<file path="src/rtl/lbms_pkg.sv">
// Shared constants, types and helpers for the lamp ballast mode sequencer
package lbms_pkg;

    typedef logic [15:0] lbms_word_t;

    // Register offsets on the plain register port
    localparam logic [4:0] ADDR_PH_ON = 5'h00;
    localparam logic [4:0] ADDR_RUN_ON = 5'h04;
    localparam logic [4:0] ADDR_DEAD = 5'h08;
    localparam logic [4:0] ADDR_ARM = 5'h0c;
    localparam logic [4:0] ADDR_STRIKE = 5'h10;
    localparam logic [4:0] ADDR_STEP = 5'h14;
    localparam logic [4:0] ADDR_STATUS = 5'h18;
    localparam logic [4:0] ADDR_LEVEL = 5'h1c;

    // Values after reset, in core_clk cycles or timer counts
    localparam lbms_word_t RST_PH_ON = 16'h0014;
    localparam lbms_word_t RST_RUN_ON = 16'h0020;
    localparam lbms_word_t RST_DEAD = 16'h0005;
    localparam lbms_word_t RST_ARM = 16'h0200;
    localparam lbms_word_t RST_STRIKE = 16'h0380;
    localparam lbms_word_t RST_STEP = 16'h0010;

    // Sweep is cut into sixteen steps; step index 16 means run period
    localparam logic [4:0] SWEEP_STEPS = 5'h10;
    localparam lbms_word_t SAG_PULL = 16'h0004;
    localparam lbms_word_t LEVEL_MAX = 16'hffff;

    // Status word field positions
    localparam int STAT_MODE_LSB = 0;
    localparam int STAT_ARMED_BIT = 3;
    localparam int STAT_SD_BIT = 4;
    localparam int STAT_TOP_BIT = 5;
    localparam int STAT_BOT_BIT = 6;

    // Operating modes, Gray coded along lockout, preheat, strike, run
    typedef enum logic [2:0] {
        LBMS_LOCKOUT = 3'h0,
        LBMS_PREHEAT = 3'h1,
        LBMS_STRIKE = 3'h3,
        LBMS_RUN = 3'h2,
        LBMS_FAULT = 3'h6
    } lbms_mode_t;

    // Oscillator ramp phases
    typedef enum logic [1:0] {
        LBMS_HOLD = 2'h0,
        LBMS_CHARGE = 2'h1,
        LBMS_DISCHARGE = 2'h3
    } lbms_phase_t;

    // Stepwise interpolation from a toward b, s sixteenths of the way
    function automatic lbms_word_t lbms_lerp(lbms_word_t a, lbms_word_t b, logic [4:0] s);
        logic [20:0] d;
        d = 21'h0;
        if (b >= a)
        begin
            d = {5'h0, b - a} * {16'h0, s};
            return a + d[19:4];
        end
        d = {5'h0, a - b} * {16'h0, s};
        return a - d[19:4];
    endfunction

endpackage

</file>
<file path="src/rtl/lbms_core_if.sv">
// Links between the mode sequencer, its oscillator and its preheat timer
`timescale 1ns/1ns
interface lbms_core_if;
    import lbms_pkg::*;
    logic hold;
    lbms_word_t on_cycles;
    lbms_word_t dead_cycles;
    logic top;
    logic bottom;
    logic clear;
    logic sag;
    lbms_word_t strike_level;
    lbms_word_t step_len;
    lbms_word_t level;
    logic [4:0] step;

    modport ctl (output hold, on_cycles, dead_cycles, clear, sag, strike_level, step_len,
                 input top, bottom, level, step);
    modport osc (input hold, on_cycles, dead_cycles, output top, bottom);
    modport tmr (input clear, sag, strike_level, step_len, output level, step);
endinterface

</file>
<file path="src/rtl/lbms_oscillator.sv">
// Half-bridge oscillator: ramp phases and the two gate flops
`timescale 1ns/1ns
module lbms_oscillator (
    input wire logic core_clk,
    input wire logic rst_b,
    lbms_core_if.osc osc
);
    import lbms_pkg::*;

    lbms_phase_t phase_r;
    lbms_word_t cnt_r;
    logic side_r;
    logic top_r;
    logic bot_r;
    logic saw_bot_r;

    // Ramp phase and cycle counter; hold grounds the ramp at once
    always_ff @(posedge core_clk or negedge rst_b)
    begin
        if (!rst_b)
        begin
            phase_r <= LBMS_HOLD;
            cnt_r <= 16'h0000;
            side_r <= 1'b0;
        end
        else if (osc.hold)
        begin
            phase_r <= LBMS_HOLD;
            cnt_r <= 16'h0000;
            side_r <= 1'b0;         // Next start is on the bottom gate
        end
        else if (phase_r == LBMS_HOLD)
        begin
            phase_r <= LBMS_CHARGE;
            cnt_r <= 16'h0001;
        end
        else if (phase_r == LBMS_CHARGE && cnt_r >= osc.on_cycles)
        begin
            phase_r <= LBMS_DISCHARGE;   // Charging path off
            cnt_r <= 16'h0001;
            side_r <= ~side_r;
        end
        else if (phase_r == LBMS_DISCHARGE && cnt_r >= osc.dead_cycles)
        begin
            phase_r <= LBMS_CHARGE;      // Opposite gate takes its turn
            cnt_r <= 16'h0001;
        end
        else
        begin
            cnt_r <= cnt_r + 16'h0001;
        end
    end

    // Gates: on only while charging, chosen by side
    always_ff @(posedge core_clk or negedge rst_b)
    begin
        if (!rst_b)
        begin
            top_r <= 1'b0;
            bot_r <= 1'b0;
        end
        else if (osc.hold)
        begin
            top_r <= 1'b0;
            bot_r <= 1'b0;
        end
        else if (phase_r == LBMS_CHARGE && cnt_r >= osc.on_cycles)
        begin
            top_r <= 1'b0;           // Dead-time, both off
            bot_r <= 1'b0;
        end
        else if (phase_r != LBMS_CHARGE && (phase_r == LBMS_HOLD || cnt_r >= osc.dead_cycles))
        begin
            top_r <= side_r;
            bot_r <= ~side_r;
        end
    end

    assign osc.top = top_r;
    assign osc.bottom = bot_r;

    // Helper for checking which gate fires first after a hold
    always_ff @(posedge core_clk or negedge rst_b)
    begin
        if (!rst_b)
            saw_bot_r <= 1'b0;
        else if (osc.hold)
            saw_bot_r <= 1'b0;
        else if (bot_r)
            saw_bot_r <= 1'b1;
    end
endmodule

</file>
<file path="src/rtl/lbms_preheat_timer.sv">
// Preheat timer level and ignition sweep step counter
`timescale 1ns/1ns
module lbms_preheat_timer (
    input wire logic core_clk,
    input wire logic rst_b,
    lbms_core_if.tmr tmr
);
    import lbms_pkg::*;

    lbms_word_t level_r;
    lbms_word_t sub_r;
    logic [4:0] step_r;

    // Level rises one count a cycle; sag pulls it down
    always_ff @(posedge core_clk or negedge rst_b)
    begin
        if (!rst_b)
            level_r <= 16'h0000;
        else if (tmr.clear)
            level_r <= 16'h0000;
        else if (tmr.sag)
            level_r <= (level_r > SAG_PULL) ? level_r - SAG_PULL : 16'h0000;
        else if (level_r != LEVEL_MAX)
            level_r <= level_r + 16'h0001;
    end

    // Sweep steps advance above the strike level; a sag restarts them
    always_ff @(posedge core_clk or negedge rst_b)
    begin
        if (!rst_b)
        begin
            sub_r <= 16'h0000;
            step_r <= 5'h00;
        end
        else if (tmr.clear || tmr.sag)
        begin
            sub_r <= 16'h0000;                      // Sweep reset, re-run later
            step_r <= 5'h00;
        end
        else if (level_r > tmr.strike_level && step_r != SWEEP_STEPS)
        begin
            if (sub_r + 16'h0001 >= tmr.step_len)
            begin
                sub_r <= 16'h0000;
                step_r <= step_r + 5'h01;
            end
            else
                sub_r <= sub_r + 16'h0001;
        end
    end

    assign tmr.level = level_r;
    assign tmr.step = step_r;
endmodule

</file>
<file path="src/rtl/lbms_top.sv">
// Lamp ballast mode sequencer: modes, protection and register port
// Operation
// - Lockout keeps both gates low, ramp grounded, preheat timer cleared.
// - Leave lockout only with supply above turn-on and shutdown below low threshold.
// - First gate pulse after lockout is on the bottom gate.
// - Preheat alternates gates at preheat period, equal halves, dead-time between.
// - Gate on-time is the ramp charging phase; charging then stops.
// - Ramp discharge is dead-time with both gates off; then the other gate.
// - Over-current ignored early in preheat; it and sag act above the arm level.
// - Stay at preheat period until timer passes strike level, then enter strike.
// - In strike, period sweeps stepwise from preheat to run as timer rises.
// - Run mode uses the run period alone.
// - Armed over-current after preheat start enters fault with gates latched low.
// - Fault clears the preheat timer and grounds the ramp.
// - Fault exits only by supply drop or shutdown request, both into lockout.
// - After fault clears, restart in preheat when supply and shutdown allow.
// - Bus sag pulls the preheat timer down, raising frequency, resetting the sweep.
// - After a sag the strike sweep re-runs by itself, no lockout needed.
//
// The register addresses and the plain strobed port were decided locally.
`timescale 1ns/1ns
module lbms_top (
    input wire logic core_clk,
    input wire logic rst_b,
    input wire logic [4:0] reg_addr,
    input wire lbms_pkg::lbms_word_t reg_wdata,
    input wire logic reg_wr,
    input wire logic reg_rd,
    output logic [15:0] reg_rdata,
    input wire logic supply_above_on,
    input wire logic supply_below_off,
    input wire logic shutdown_above_hi,
    input wire logic shutdown_below_lo,
    input wire logic over_current,
    input wire logic bus_sag,
    output logic top_gate_drive,
    output logic bottom_gate_drive,
    output logic [2:0] mode_state
);
    import lbms_pkg::*;

    lbms_core_if core ();

    lbms_mode_t state_r;
    lbms_mode_t state_nxt;
    lbms_word_t ph_on_r;
    lbms_word_t run_on_r;
    lbms_word_t dead_r;
    lbms_word_t arm_r;
    lbms_word_t strike_r;
    lbms_word_t step_len_r;
    lbms_word_t rdata_r;
    logic sd_active_r;
    logic armed;
    logic lockout_req;
    logic start_ok;

    lbms_oscillator u_osc (
        .core_clk(core_clk),
        .rst_b(rst_b),
        .osc(core.osc)
    );

    lbms_preheat_timer u_tmr (
        .core_clk(core_clk),
        .rst_b(rst_b),
        .tmr(core.tmr)
    );

    // Shutdown request with hysteresis: set high, release only low
    always_ff @(posedge core_clk or negedge rst_b)
    begin
        if (!rst_b)
            sd_active_r <= 1'b0;
        else if (shutdown_above_hi)
            sd_active_r <= 1'b1;
        else if (shutdown_below_lo)
            sd_active_r <= 1'b0;
    end

    // Protection gating and lockout conditions
    assign armed = core.level > arm_r;
    assign lockout_req = supply_below_off || sd_active_r || shutdown_above_hi;
    assign start_ok = supply_above_on && shutdown_below_lo && !lockout_req;

    // Next mode; lockout requests override every mode
    always_comb
    begin
        state_nxt = state_r;
        if (lockout_req)
            state_nxt = LBMS_LOCKOUT;
        else
        begin
            case (state_r)
                LBMS_LOCKOUT:
                    if (start_ok)
                        state_nxt = LBMS_PREHEAT;
                LBMS_PREHEAT:
                    if (armed && over_current)
                        state_nxt = LBMS_FAULT;
                    else if (core.level > strike_r)
                        state_nxt = LBMS_STRIKE;
                LBMS_STRIKE:
                    if (armed && over_current)
                        state_nxt = LBMS_FAULT;
                    else if (core.step == SWEEP_STEPS)
                        state_nxt = LBMS_RUN;
                LBMS_RUN:
                    if (armed && over_current)
                        state_nxt = LBMS_FAULT;
                    else if (core.step != SWEEP_STEPS)
                        state_nxt = LBMS_STRIKE;       // Sag reset the sweep
                LBMS_FAULT:
                    state_nxt = LBMS_FAULT;            // Latched until lockout
                default:
                    state_nxt = LBMS_LOCKOUT;
            endcase
        end
    end

    // Mode register
    always_ff @(posedge core_clk or negedge rst_b)
    begin
        if (!rst_b)
            state_r <= LBMS_LOCKOUT;
        else
            state_r <= state_nxt;
    end

    // Hold and clear follow the next mode, so gates drop on the same edge
    assign core.hold = (state_nxt == LBMS_LOCKOUT) || (state_nxt == LBMS_FAULT);
    assign core.clear = core.hold;
    assign core.sag = bus_sag && armed;
    assign core.strike_level = strike_r;
    assign core.step_len = step_len_r;
    assign core.dead_cycles = dead_r;

    // On-time per mode; strike interpolates between the two periods
    always_comb
    begin
        case (state_r)
            LBMS_STRIKE: core.on_cycles = lbms_lerp(ph_on_r, run_on_r, core.step);
            LBMS_RUN: core.on_cycles = run_on_r;       // Preheat path fully out
            default: core.on_cycles = ph_on_r;
        endcase
    end

    // Register writes; periods and levels are cycle counts
    always_ff @(posedge core_clk or negedge rst_b)
    begin
        if (!rst_b)
        begin
            ph_on_r <= RST_PH_ON;
            run_on_r <= RST_RUN_ON;
            dead_r <= RST_DEAD;
            arm_r <= RST_ARM;
            strike_r <= RST_STRIKE;
            step_len_r <= RST_STEP;
        end
        else if (reg_wr)
        begin
            if (reg_addr == ADDR_PH_ON)
                ph_on_r <= reg_wdata;
            else if (reg_addr == ADDR_RUN_ON)
                run_on_r <= reg_wdata;
            else if (reg_addr == ADDR_DEAD)
                dead_r <= reg_wdata;
            else if (reg_addr == ADDR_ARM)
                arm_r <= reg_wdata;
            else if (reg_addr == ADDR_STRIKE)
                strike_r <= reg_wdata;
            else if (reg_addr == ADDR_STEP)
                step_len_r <= reg_wdata;
        end
    end

    // Read data stands only in the cycle after the read strobe
    always_ff @(posedge core_clk or negedge rst_b)
    begin
        if (!rst_b)
            rdata_r <= 16'h0000;
        else if (!reg_rd)
            rdata_r <= 16'h0000;
        else if (reg_addr == ADDR_PH_ON)
            rdata_r <= ph_on_r;
        else if (reg_addr == ADDR_RUN_ON)
            rdata_r <= run_on_r;
        else if (reg_addr == ADDR_DEAD)
            rdata_r <= dead_r;
        else if (reg_addr == ADDR_ARM)
            rdata_r <= arm_r;
        else if (reg_addr == ADDR_STRIKE)
            rdata_r <= strike_r;
        else if (reg_addr == ADDR_STEP)
            rdata_r <= step_len_r;
        else if (reg_addr == ADDR_STATUS)
        begin
            rdata_r <= 16'h0000;
            rdata_r[STAT_MODE_LSB +: 3] <= state_r;
            rdata_r[STAT_ARMED_BIT] <= armed;
            rdata_r[STAT_SD_BIT] <= sd_active_r;
            rdata_r[STAT_TOP_BIT] <= core.top;
            rdata_r[STAT_BOT_BIT] <= core.bottom;
        end
        else if (reg_addr == ADDR_LEVEL)
            rdata_r <= core.level;
        else
            rdata_r <= 16'h0000;   // Unmapped reads answer zero
    end

    assign reg_rdata = rdata_r;
    assign top_gate_drive = core.top;
    assign bottom_gate_drive = core.bottom;
    assign mode_state = state_r;
endmodule

</file>
<file path="config.mk">
export PLATFORM = sky130hd
export DESIGN_NAME = lbms_top
export DESIGN_NICKNAME = d
export VERILOG_FILES = /design/src/rtl/lbms_pkg.sv /design/src/rtl/lbms_core_if.sv /design/src/rtl/lbms_oscillator.sv /design/src/rtl/lbms_preheat_timer.sv /design/src/rtl/lbms_top.sv
export SDC_FILE = /design/constraint.sdc
export NUM_CORES = 1
export LEC_CHECK = 0
export BUFFER_PORTS_ARGS = -buffer_cell sky130_fd_sc_hd__buf_2
export CAP_MARGIN = 10
export CELL_PAD_IN_SITES_DETAIL_PLACEMENT = 1
export CELL_PAD_IN_SITES_GLOBAL_PLACEMENT = 1
export CORE_ASPECT_RATIO = 0.75
export CORE_MARGIN = 5
export CORE_UTILIZATION = 50
export DETAILED_ROUTE_END_ITERATION = 8
export PLACE_DENSITY_LB_ADDON = 0.08
export SETUP_SLACK_MARGIN = 0.1
export SYNTH_ARGS = -nofsm -noshare
export SYNTH_HDL_FRONTEND = slang
export SYNTH_SLANG_ARGS = --single-unit
</file>
<file path="constraint.sdc">
create_clock -name core_clk -period 10.7 [get_ports core_clk]
set_input_delay 2.14 -clock core_clk [delete_from_list [all_inputs] [get_ports core_clk]]
set_output_delay 2.14 -clock core_clk [all_outputs]
set_load 0.03 [all_outputs]
</file>
==> results.py, run 1 <==
metrics = {
    "critical_path": {
        "cp-endpoint": "u_osc.cnt_r[15]$_DFF_PN0_",
        "timing.rr.start": "ph_on_r[0]$_DFFE_PN0P_",
        "endpoint_kind": "flop",
        "cp.required_ns": 11.07,
        "crit_buf_inv": 5,
        "critical_path_depth": 45,
        "critical_path_class": "flop to flop",
        "critPathMaxFanout": 15,
        "crit_start": "ph_on_r[0]$_DFFE_PN0P_",
        "path_delay_family": "compound AO/OA/AOI/OAI gates",
        "worstReg2RegEnd": "u_osc.cnt_r[15]$_DFF_PN0_",
        "worstRegToRegCells": 45,
        "ff2ff_setup_slack_ns": 0.67,
        "worst_ep_arrival_time_ns": 10.41,
        "slowest_delay_ns": 0.54,
        "cp_slowest_cell": "fa_1",
        "start_kind": "flop",
    },
    "yosys": {
        "syn_inst": 2075,
        "netlist_top_cells_area": "dfrtp_1, ha_1, fa_1",
        "synth.most_common_cell": "inv_1",
        "yosys.area.top_type_share": 0.226,
        "synth_area_leader_cell": "dfrtp_1",
        "syn_area_per_cell_um2": 8.75,
        "synth_edf_count": 0,
        "synth_top_flop_cell": "dfrtp_1",
        "syn-cell-area_mm2": 0.0182,
        "synth-seq-area-share": 0.240,
        "async_flop_share": 1.00,
        "ys_top_cells_by_count": "inv_1, ha_1, nand2_1",
        "synth_warnings": 0,
        "synth_nets": 2378,
        "synth-seq-cells": 174,
        "synth_cell_type_count": 89,
    },
    "floorplanning": {
        "die-area_mm2": 0.0403,
        "fp.coreArea_mm2": 0.0359,
        "die_w_um": 230,
        "num_rows": 60,
        "pin_count": 52,
        "die_y_um": 175,
        "initial_utilization": 0.506,
    },
    "global_route": {
        "grt_pass1_vias": 16205,
        "grt_use_total": 0.287,
        "antenna_found_initial": 4,
        "overflow": 0,
        "grt_pass1_wl_um": 92300,
        "grt_max_degree": 64,
    },
    "flow_run": {
        "maxCapViolCount": 0,
    },
    "power_and_ir_drop": {
        "p_leak_nw": 9.76,
        "combPwrFrac": 0.407,
        "ir_drop_mv": 0.105,
        "power.share.clock": 0.259,
        "power_density_mw_per_mm2": 126,
        "seqPwrFrac": 0.334,
        "internal_power_w": 0.00142,
        "switching_share": 0.423,
        "power.switching_w": 0.00104,
    },
    "place": {
        "gp_congestion": 0.912,
        "dp_hpwl_um": 45000,
        "portBuffers": 51,
    },
    "sta": {
        "final_max_slew_viol_count": 0,
        "setup_viol": 0,
        "clock_skew_ns": 0.0141,
        "rsz0062_at_grt": "false",
        "max_freq_ghz": 0.0997,
        "tightestPinTransition_ns": 1.18,
        "finalHoldViolations": 0,
        "period_needed_ns": 10.03,
        "slew_headroom": 0.210,
        "hold_slack_ns": 0.509,
        "tns_ns": 0,
        "fin_crit_sh": 0.938,
    },
    "detailed_routing": {
        "wl_per_cell_um": 22.4,
        "top_layer": "met5",
        "first_pass_iters": 5,
        "drt_wl_total_um": 57300,
        "met2WireLength_um": 24600,
        "detail-route-antenna-nets": 0,
        "drtIter0Drc": 1181,
        "wl_met3_um": 3950,
        "viasPerCell": 6.04,
        "num_vias": 15455,
        "drc_errors": 0,
        "met1_length_um": 28200,
    },
    "worst_hold_path": {
        "hold_class": "flop to flop",
    },
    "cells_and_area": {
        "drive_gt1_frac": 0.132,
        "final_nets": 2384,
        "n_antenna_cell": 0,
        "synthToLayoutAreaGrowth_pct": 7.34,
    },
    "clock_network": {
        "tritoncts": "yes",
        "insertion_delay_ns": 0.45,
        "clkTransAtPathRegs_ns": 0.07,
        "cts_max_path_buffers": 2,
        "clock-sinks": 174,
        "cts_buffers": 17,
        "clock-root-buffer": "clkbuf_16",
        "h-tree-depth": 4,
    },
    "outcome": {
        "status": "complete, no violations",
    },
}
## worst register-to-register path: cells and delay by family, from the launching register on
family	cells	cell delay, ns
DFF	1	0.45
muxes	1	0.23
and+or+nand+nor	10	1.68
adders and majority gates	8	3.01
buffers and inverters	5	0.43
xor gates and xnor gates	3	0.52
AOI/OAI and AO/OA	18	3.64
## through the flow
step | cell area (um^2) | std cells | worst slack, ns | total power (W) | util
after floorplan | 18200 | 2075 | 1.46 | 0.00145 | -
after global placement | 18800 | 2525 | 0.604 | 0.00175 | 0.525
after detailed placement | 18800 | 2525 | 0.0758 | 0.00179 | 0.525
after CTS | 19400 | 2557 | 0.244 | 0.00244 | 0.541
after global routing | 19500 | 2559 | 0.0484 | 0.00260 | 0.543
final | 19500 | 2559 | 0.667 | 0.00246 | 0.543
## cell usage in the layout, fill, tap and decap left out, drive strengths merged, types with 5 or more instances in the layout
cell and n:
inv 231, ha 189, nand2 183, dfrtp 164, a21oi 132, nor2 127, mux2 100, and2 85
fa 83, buf 74, o21ai 70, xnor2 58, nor2b 49, a21o 48, xor2 47, nand3 47
nor3 34, and3 30, nand4 22, a22oi 21, o22ai 21, o21a 20, mux2i 19, o211ai 18
clkbuf 17, o21bai 17, nand2b 15, or2 15, a22o 11, a31oi 10, dfstp 10, or3 10
nor4 9, a21boi 8, o31ai 7, mux4 7, a2111oi 7, a211oi 6, nor3b 6, or4 5
## area by class of cell
cell class,count,area [um^2]
inverter,223,837
clock inverter,15,153
sequential,174,4370
fill,4219,16400
tap,465,582
timing repair buffer,74,434
multi-input combinational,1591,12700
clock buffer,17,425
## power by group through the flow
stage          clock [W]  combinational (W)  sequential [W]
3_3_place_gp           0           0.000928        0.000826
5_1_grt         0.000679            0.00109        0.000832
4_1_cts         0.000647           0.000972        0.000821
3_5_place_dp           0           0.000963        0.000832
6_report        0.000638            0.00100        0.000824
2_1_floorplan          0           0.000649        0.000801
## kinds of logic after synthesis
kind of cell               share of synthesized area
muxes                                         0.0811
xor gates and xnor gates                      0.0506
buffers and inverters                         0.0646
DFF                                            0.240
and+or+nand+nor                                0.179
adders and majority gates                      0.222
AOI/OAI and AO/OA                              0.163
## worst min-delay path by stage
stage	start	slack (ns)	to	cells past startpoint
5_1_grt	core.step_len[9]$_DFFE_PN0P_	0.53	core.step_len[9]$_DFFE_PN0P_	1
4_1_cts	core.step_len[12]$_DFFE_PN0P_	0.51	core.step_len[12]$_DFFE_PN0P_	1
2_1_floorplan	sd_active_r$_DFFE_PN0P_	0.47	sd_active_r$_DFFE_PN0P_	1
6_report	core.step_len[7]$_DFFE_PN0P_	0.51	core.step_len[7]$_DFFE_PN0P_	1
3_3_place_gp	core.step_len[12]$_DFFE_PN0P_	0.49	core.step_len[12]$_DFFE_PN0P_	1
3_5_place_dp	core.step_len[12]$_DFFE_PN0P_	0.50	core.step_len[12]$_DFFE_PN0P_	1
## metal layers
layer	vias up	track usage
met2	391	0.434
met4	4	0.0396
li1	7149	-
met3	41	0.0518
met1	7870	0.439
met5	-	0
## timing repair
item | CTS | global route
setup endpoints to repair | 15 | 20
pin swaps | 0 | 1
gates resized for setup | 1 | 14
buffers inserted | 0 | 2
hold buffers | 0 | 0
Power figures use the tool's default switching activity.
==> run 2: changes to the inputs <==
--- a/config.mk
+++ b/config.mk
@@ -14,6 +14,7 @@
 export CORE_UTILIZATION = 50
 export DETAILED_ROUTE_END_ITERATION = 8
 export PLACE_DENSITY_LB_ADDON = 0.08
+export REMOVE_ABC_BUFFERS = 1
 export SETUP_SLACK_MARGIN = 0.1
 export SYNTH_ARGS = -nofsm -noshare
 export SYNTH_HDL_FRONTEND = slang
==> run 2 against run 1 <==
Hold slack barely moved. Sequential power about the same. Fmax about the same. Via count rose by 0.82%. Clock skew grew 0.0037 ns. Cell area up 0.30%. Routed wire length increased by 2.2%.
==> results.py, run 2 (same netlist as run 1, synthesis figures left out) <==
metrics = {
    "place": {
        "portBuffers": 51,
        "gp_congestion": 0.884,
        "dp_hpwl_um": 45900,
    },
    "clock_network": {
        "ctsHoldBuffers": 0,
        "insertion_delay_ns": 0.46,
        "cts_max_path_buffers": 2,
        "h-tree-depth": 4,
        "tritoncts": "yes",
        "clock-sinks": 174,
        "clock-root-buffer": "clkbuf_16",
        "clkTransAtPathRegs_ns": 0.07,
        "cts_buffers": 17,
    },
    "critical_path": {
        "cp_slowest_cell": "fa_1",
        "slowest_delay_ns": 0.54,
        "critical_path_class": "flop to flop",
        "crit_buf_inv": 5,
        "critPathMaxFanout": 15,
        "endpoint_kind": "flop",
        "cp.required_ns": 11.07,
        "start_kind": "flop",
        "critical_path_depth": 46,
        "path_delay_family": "compound AO/OA/AOI/OAI gates",
        "worst_ep_arrival_time_ns": 10.40,
        "worstRegToRegCells": 46,
    },
    "floorplanning": {
        "die-area_mm2": 0.0403,
        "fp.coreArea_mm2": 0.0359,
        "num_rows": 60,
        "initial_utilization": 0.506,
        "die_w_um": 230,
        "die_y_um": 175,
        "pin_count": 52,
    },
    "cells_and_area": {
        "final_cell_mix": "inv_1, ha_1, nand2_1, dfrtp_1",
        "fin_util": 0.545,
        "final_nets": 2385,
        "n_antenna_cell": 0,
        "synthToLayoutAreaGrowth_pct": 7.66,
        "final_common_cell": "inv_1",
        "drive_gt1_frac": 0.134,
    },
    "detailed_routing": {
        "met1_length_um": 29100,
        "drtIter0Drc": 1253,
        "detail-route-antenna-nets": 0,
        "drt_wl_total_um": 58600,
        "num_vias": 15581,
        "viasPerCell": 6.09,
        "first_pass_iters": 5,
        "wl_met3_um": 3800,
        "wl_per_cell_um": 22.9,
        "met2WireLength_um": 25100,
        "top_layer": "met4",
        "drc_errors": 0,
    },
    "power_and_ir_drop": {
        "combPwrFrac": 0.401,
        "power_density_mw_per_mm2": 127,
        "power.switching_w": 0.00105,
        "p_leak_nw": 9.80,
        "switching_share": 0.424,
        "power.share.clock": 0.267,
        "internal_power_w": 0.00143,
        "ir_drop_mv": 0.0891,
        "seqPwrFrac": 0.333,
    },
    "sta": {
        "tns_ns": 0,
        "setup_viol": 0,
        "tightestPinTransition_ns": 1.18,
        "rsz0062_at_grt": "false",
        "finalHoldViolations": 0,
        "final_max_slew_viol_count": 0,
        "max_freq_ghz": 0.0997,
        "slew_headroom": 0.214,
        "clock_skew_ns": 0.0178,
        "period_needed_ns": 10.03,
        "fin_crit_sh": 0.938,
    },
    "flow_run": {
        "maxCapViolCount": 0,
    },
    "global_route": {
        "grt_use_total": 0.292,
        "overflow": 0,
        "grt_pass1_vias": 15881,
        "grt_pass1_wl_um": 93400,
        "antenna_found_initial": 1,
        "grt_max_degree": 104,
    },
    "worst_hold_path": {
        "min_path_cells": 1,
        "hold_class": "flop to flop",
    },
    "outcome": {
        "status": "complete, no violations",
    },
}
[run 2: repair_timing]
action,CTS,global route
gates resized for setup,1,12
buffers inserted,0,2
endpoints found under the setup margin,15,20
pin swaps,0,0
[run 2: final timing paths]
kind                                          startpoint                       endpoint  slack [ns]
hold / removal             core.step_len[10]$_DFFE_PN0P_  core.step_len[10]$_DFFE_PN0P_        0.51
max in group asynchronous                          rst_b        run_on_r[1]$_DFFE_PN0P_        7.30
min in group asynchronous                          rst_b    u_tmr.sub_r[12]$_DFFE_PN0P_        1.78
hold reg to reg            core.step_len[10]$_DFFE_PN0P_  core.step_len[10]$_DFFE_PN0P_        0.51
setup / recovery                  ph_on_r[0]$_DFFE_PN0P_      u_osc.cnt_r[11]$_DFF_PN0_        0.67
setup reg to reg                  ph_on_r[0]$_DFFE_PN0P_      u_osc.cnt_r[11]$_DFF_PN0_        0.67
[run 2: through the flow]
step / instances / power, W / hold WS, ns / setup slack (ns) / instance area (um^2)
after floorplan: 1988 / 0.00145 / 0.467 / 1.33 / 17800
after global placement: 2525 / 0.00176 / 0.486 / 0.662 / 18900
after detailed placement: 2525 / 0.00179 / 0.494 / 0.180 / 18900
after CTS: 2557 / 0.00246 / 0.511 / 0.215 / 19500
after global routing: 2560 / 0.00263 / 0.516 / 0.0777 / 19600
final: 2560 / 0.00248 / 0.508 / 0.668 / 19600
[run 2: metal layers]
metal  GRT usage  vias up
li1            -     7167
met1       0.456     7986
met4      0.0438        0
met2       0.432      392
met5           0        -
met3      0.0515       36
[run 2: final cells by class]
| type | instances | area, um^2 |
|---|---|---|
| clock buffers | 17 | 425 |
| clock inverters | 15 | 195 |
| fillers | 4200 | 16300 |
| inverters | 223 | 837 |
| multi-input cells | 1591 | 12700 |
| flip-flops and latches | 174 | 4370 |
| well taps | 465 | 582 |
| repair buffers | 75 | 442 |
[run 2: power groups by stage]
stage / Clock [W] / Combinational, W / Sequential, W
after floorplan: 0 / 0.000646 / 0.000801
after global placement: 0 / 0.000927 / 0.000830
after detailed placement: 0 / 0.000958 / 0.000835
after CTS: 0.000670 / 0.000967 / 0.000823
after global routing: 0.000699 / 0.00109 / 0.000834
final: 0.000662 / 0.000994 / 0.000826
==> run 3: changes to the inputs <==
--- a/config.mk
+++ b/config.mk
@@ -11,7 +11,8 @@
 export CELL_PAD_IN_SITES_GLOBAL_PLACEMENT = 1
 export CORE_ASPECT_RATIO = 0.75
 export CORE_MARGIN = 5
-export CORE_UTILIZATION = 50
+export CORE_UTILIZATION = 51
+export CTS_BUF_LIST = sky130_fd_sc_hd__clkbuf_8
 export DETAILED_ROUTE_END_ITERATION = 8
 export PLACE_DENSITY_LB_ADDON = 0.08
 export REMOVE_ABC_BUFFERS = 1
==> run 3 against run 2 <==
Sequential share of layout area up 0.31 points. Register-to-register slack about the same. Global-route usage down 0.41 points. Critical path depth up 1. Hold slack better by 0.0093 ns. Combinational power down 0.8%. Clock-buffer cell count unchanged. Worst setup slack better by 0.0061 ns. Utilization up 0.75 points. Critical path type unchanged.
==> results.py, run 3 (same netlist as run 1, synthesis figures left out) <==
metrics = {
    "outcome": {
        "status": "complete, no violations",
    },
    "critical_path": {
        "cp_slowest_cell": "fa_1",
        "cp.required_ns": 11.11,
        "critPathMaxFanout": 15,
        "worstReg2RegEnd": "u_osc.cnt_r[9]$_DFF_PN0_",
        "path_delay_family": "compound AO/OA/AOI/OAI gates",
        "start_kind": "flop",
        "critical_path_depth": 47,
        "endpoint_kind": "flop",
        "ff2ff_setup_slack_ns": 0.67,
        "worst_ep_arrival_time_ns": 10.44,
        "cp-endpoint": "u_osc.cnt_r[9]$_DFF_PN0_",
        "worstRegToRegCells": 47,
        "crit_buf_inv": 6,
        "slowest_delay_ns": 0.54,
        "timing.rr.start": "ph_on_r[0]$_DFFE_PN0P_",
        "critical_path_class": "flop to flop",
        "crit_start": "ph_on_r[0]$_DFFE_PN0P_",
    },
    "sta": {
        "period_needed_ns": 10.03,
        "slew_headroom": 0.162,
        "max_freq_ghz": 0.0997,
        "tightestPinTransition_ns": 1.25,
        "fin_crit_sh": 0.937,
        "rsz0062_at_grt": "false",
        "setup_viol": 0,
        "final_max_slew_viol_count": 0,
        "tns_ns": 0,
        "finalHoldViolations": 0,
        "clock_skew_ns": 0.0286,
    },
    "power_and_ir_drop": {
        "p_leak_nw": 9.69,
        "power_density_mw_per_mm2": 119,
        "ir_drop_mv": 0.107,
    },
    "detailed_routing": {
        "drtIter0Drc": 1003,
        "wl_per_cell_um": 22.7,
        "first_pass_iters": 7,
        "drt_wl_total_um": 57700,
        "detail-route-antenna-nets": 0,
        "num_vias": 15585,
        "viasPerCell": 6.11,
        "drc_errors": 0,
    },
    "global_route": {
        "grt_max_degree": 114,
        "grt_pass1_wl_um": 91900,
        "grt_pass1_vias": 16338,
        "overflow": 0,
        "grt_use_met3": 0.0504,
        "antenna_found_initial": 1,
        "grt_busiest_layer": "met2",
        "grt_use_total": 0.288,
        "met1_usage": 0.407,
        "grt_use_met2": 0.470,
    },
    "place": {
        "dp_hpwl_um": 46000,
        "portBuffers": 51,
        "gp_congestion": 0.899,
        "dp_cells": 2516,
        "dpl_cell_area_mm2": 0.0188,
    },
    "floorplanning": {
        "die_y_um": 173,
        "die_w_um": 228,
        "num_rows": 59,
        "die-area_mm2": 0.0395,
        "fp.coreArea_mm2": 0.0349,
        "initial_utilization": 0.520,
        "pin_count": 52,
    },
    "cells_and_area": {
        "nFillCells": 4182,
        "final_common_cell": "inv_1",
        "synthToLayoutAreaGrowth_pct": 6.19,
        "drive_gt1_frac": 0.131,
        "final_cell_mix": "inv_1, ha_1, nand2_1, dfrtp_1, a21oi_1",
        "finalInstanceArea_mm2": 0.0193,
        "n_antenna_cell": 0,
        "instances_no_fill": 2549,
        "final_nets": 2382,
    },
    "clock_network": {
        "clkTransAtPathRegs_ns": 0.11,
        "h-tree-depth": 4,
        "clock-sinks": 174,
        "tritoncts": "yes",
        "cts_max_path_buffers": 2,
        "cts_buffers": 17,
        "clock-root-buffer": "clkbuf_8",
        "insertion_delay_ns": 0.49,
    },
    "worst_hold_path": {
        "hold_class": "flop to flop",
        "min_path_cells": 1,
    },
    "flow_run": {
        "maxCapViolCount": 0,
    },
}
run 3: cell types whose count changed in the layout (fill, tap and decap cells not counted), moves of 2 or more:
cell	before	now
buf_4	24	21
o21ai_1	1	3
clkbuf_8	0	17
a21oi_1	127	129
inv_8	2	5
o21ai_0	68	66
a21oi_2	5	3
clkbuf_16	17	0
inv_6	6	4
clkinv_8	5	3
run 3: worst reg2reg max path, delay by kind of cell, from the launching register on:
| kind | cells | cell delay [ns] |
|---|---|---|
| simple gates | 10 | 1.58 |
| flops | 1 | 0.45 |
| fa+ha+maj | 8 | 3.02 |
| compound gates | 20 | 3.84 |
| xor+xnor | 3 | 0.47 |
| buf+inv | 6 | 0.62 |
run 3: how the worst min path moves through the flow:
stage                                             start                       endpoint  slack (ns)
after floorplan                 sd_active_r$_DFFE_PN0P_        sd_active_r$_DFFE_PN0P_        0.47
after global placement    core.step_len[10]$_DFFE_PN0P_  core.step_len[10]$_DFFE_PN0P_        0.49
after detailed placement  core.step_len[10]$_DFFE_PN0P_  core.step_len[10]$_DFFE_PN0P_        0.50
after CTS                 core.step_len[10]$_DFFE_PN0P_  core.step_len[10]$_DFFE_PN0P_        0.52
after global routing      core.step_len[10]$_DFFE_PN0P_  core.step_len[10]$_DFFE_PN0P_        0.54
final                      core.step_len[8]$_DFFE_PN0P_   core.step_len[8]$_DFFE_PN0P_        0.52
run 3: power by group:
part           total (W)  internal [W]  switching (W)  leakage, nW
clock           0.000482      0.000178       0.000304        0.200
combinational   0.000986      0.000352       0.000634         7.20
sequential      0.000822      0.000736      0.0000865         2.29
total            0.00229       0.00127        0.00102         9.69
run 3: layout make-up:
class                           instances  area (um^2)  area share
Timing Repair Buffer                   72          419      0.0217
Tap cell                              457          572      0.0296
Clock buffer                           17          234      0.0121
Sequential cell                       174         4370       0.226
Clock inverter                         15          165     0.00856
Inverter                              223          837      0.0434
Multi-Input combinational cell       1591        12700       0.658
run 3: per-layer routing:
metal  wire length (um)  part of all wire
met5                  0                 0
met4               1090             0.019
met3               3260             0.056
met2              26500              0.46
met1              26900              0.47
run 3: metrics by stage:
step / worst slack, ns / power, W / utilization / hold WS (ns)
after global routing: 0.129 / 0.00243 / 0.552 / 0.537
final: 0.674 / 0.00229 / 0.552 / 0.518
after detailed placement: 0.576 / 0.00179 / 0.539 / 0.496
after global placement: 0.820 / 0.00175 / 0.539 / 0.488
after floorplan: 1.33 / 0.00145 / - / 0.467
after CTS: 0.523 / 0.00227 / 0.551 / 0.522
run 3: repair_timing:
item | in CTS | in global routing
setup buffers | 0 | 1
hold endpoints to repair | 0 | 0
gates resized for setup | 0 | 13
hold buffers | 0 | 0
endpoints found under the setup margin | 0 | 20
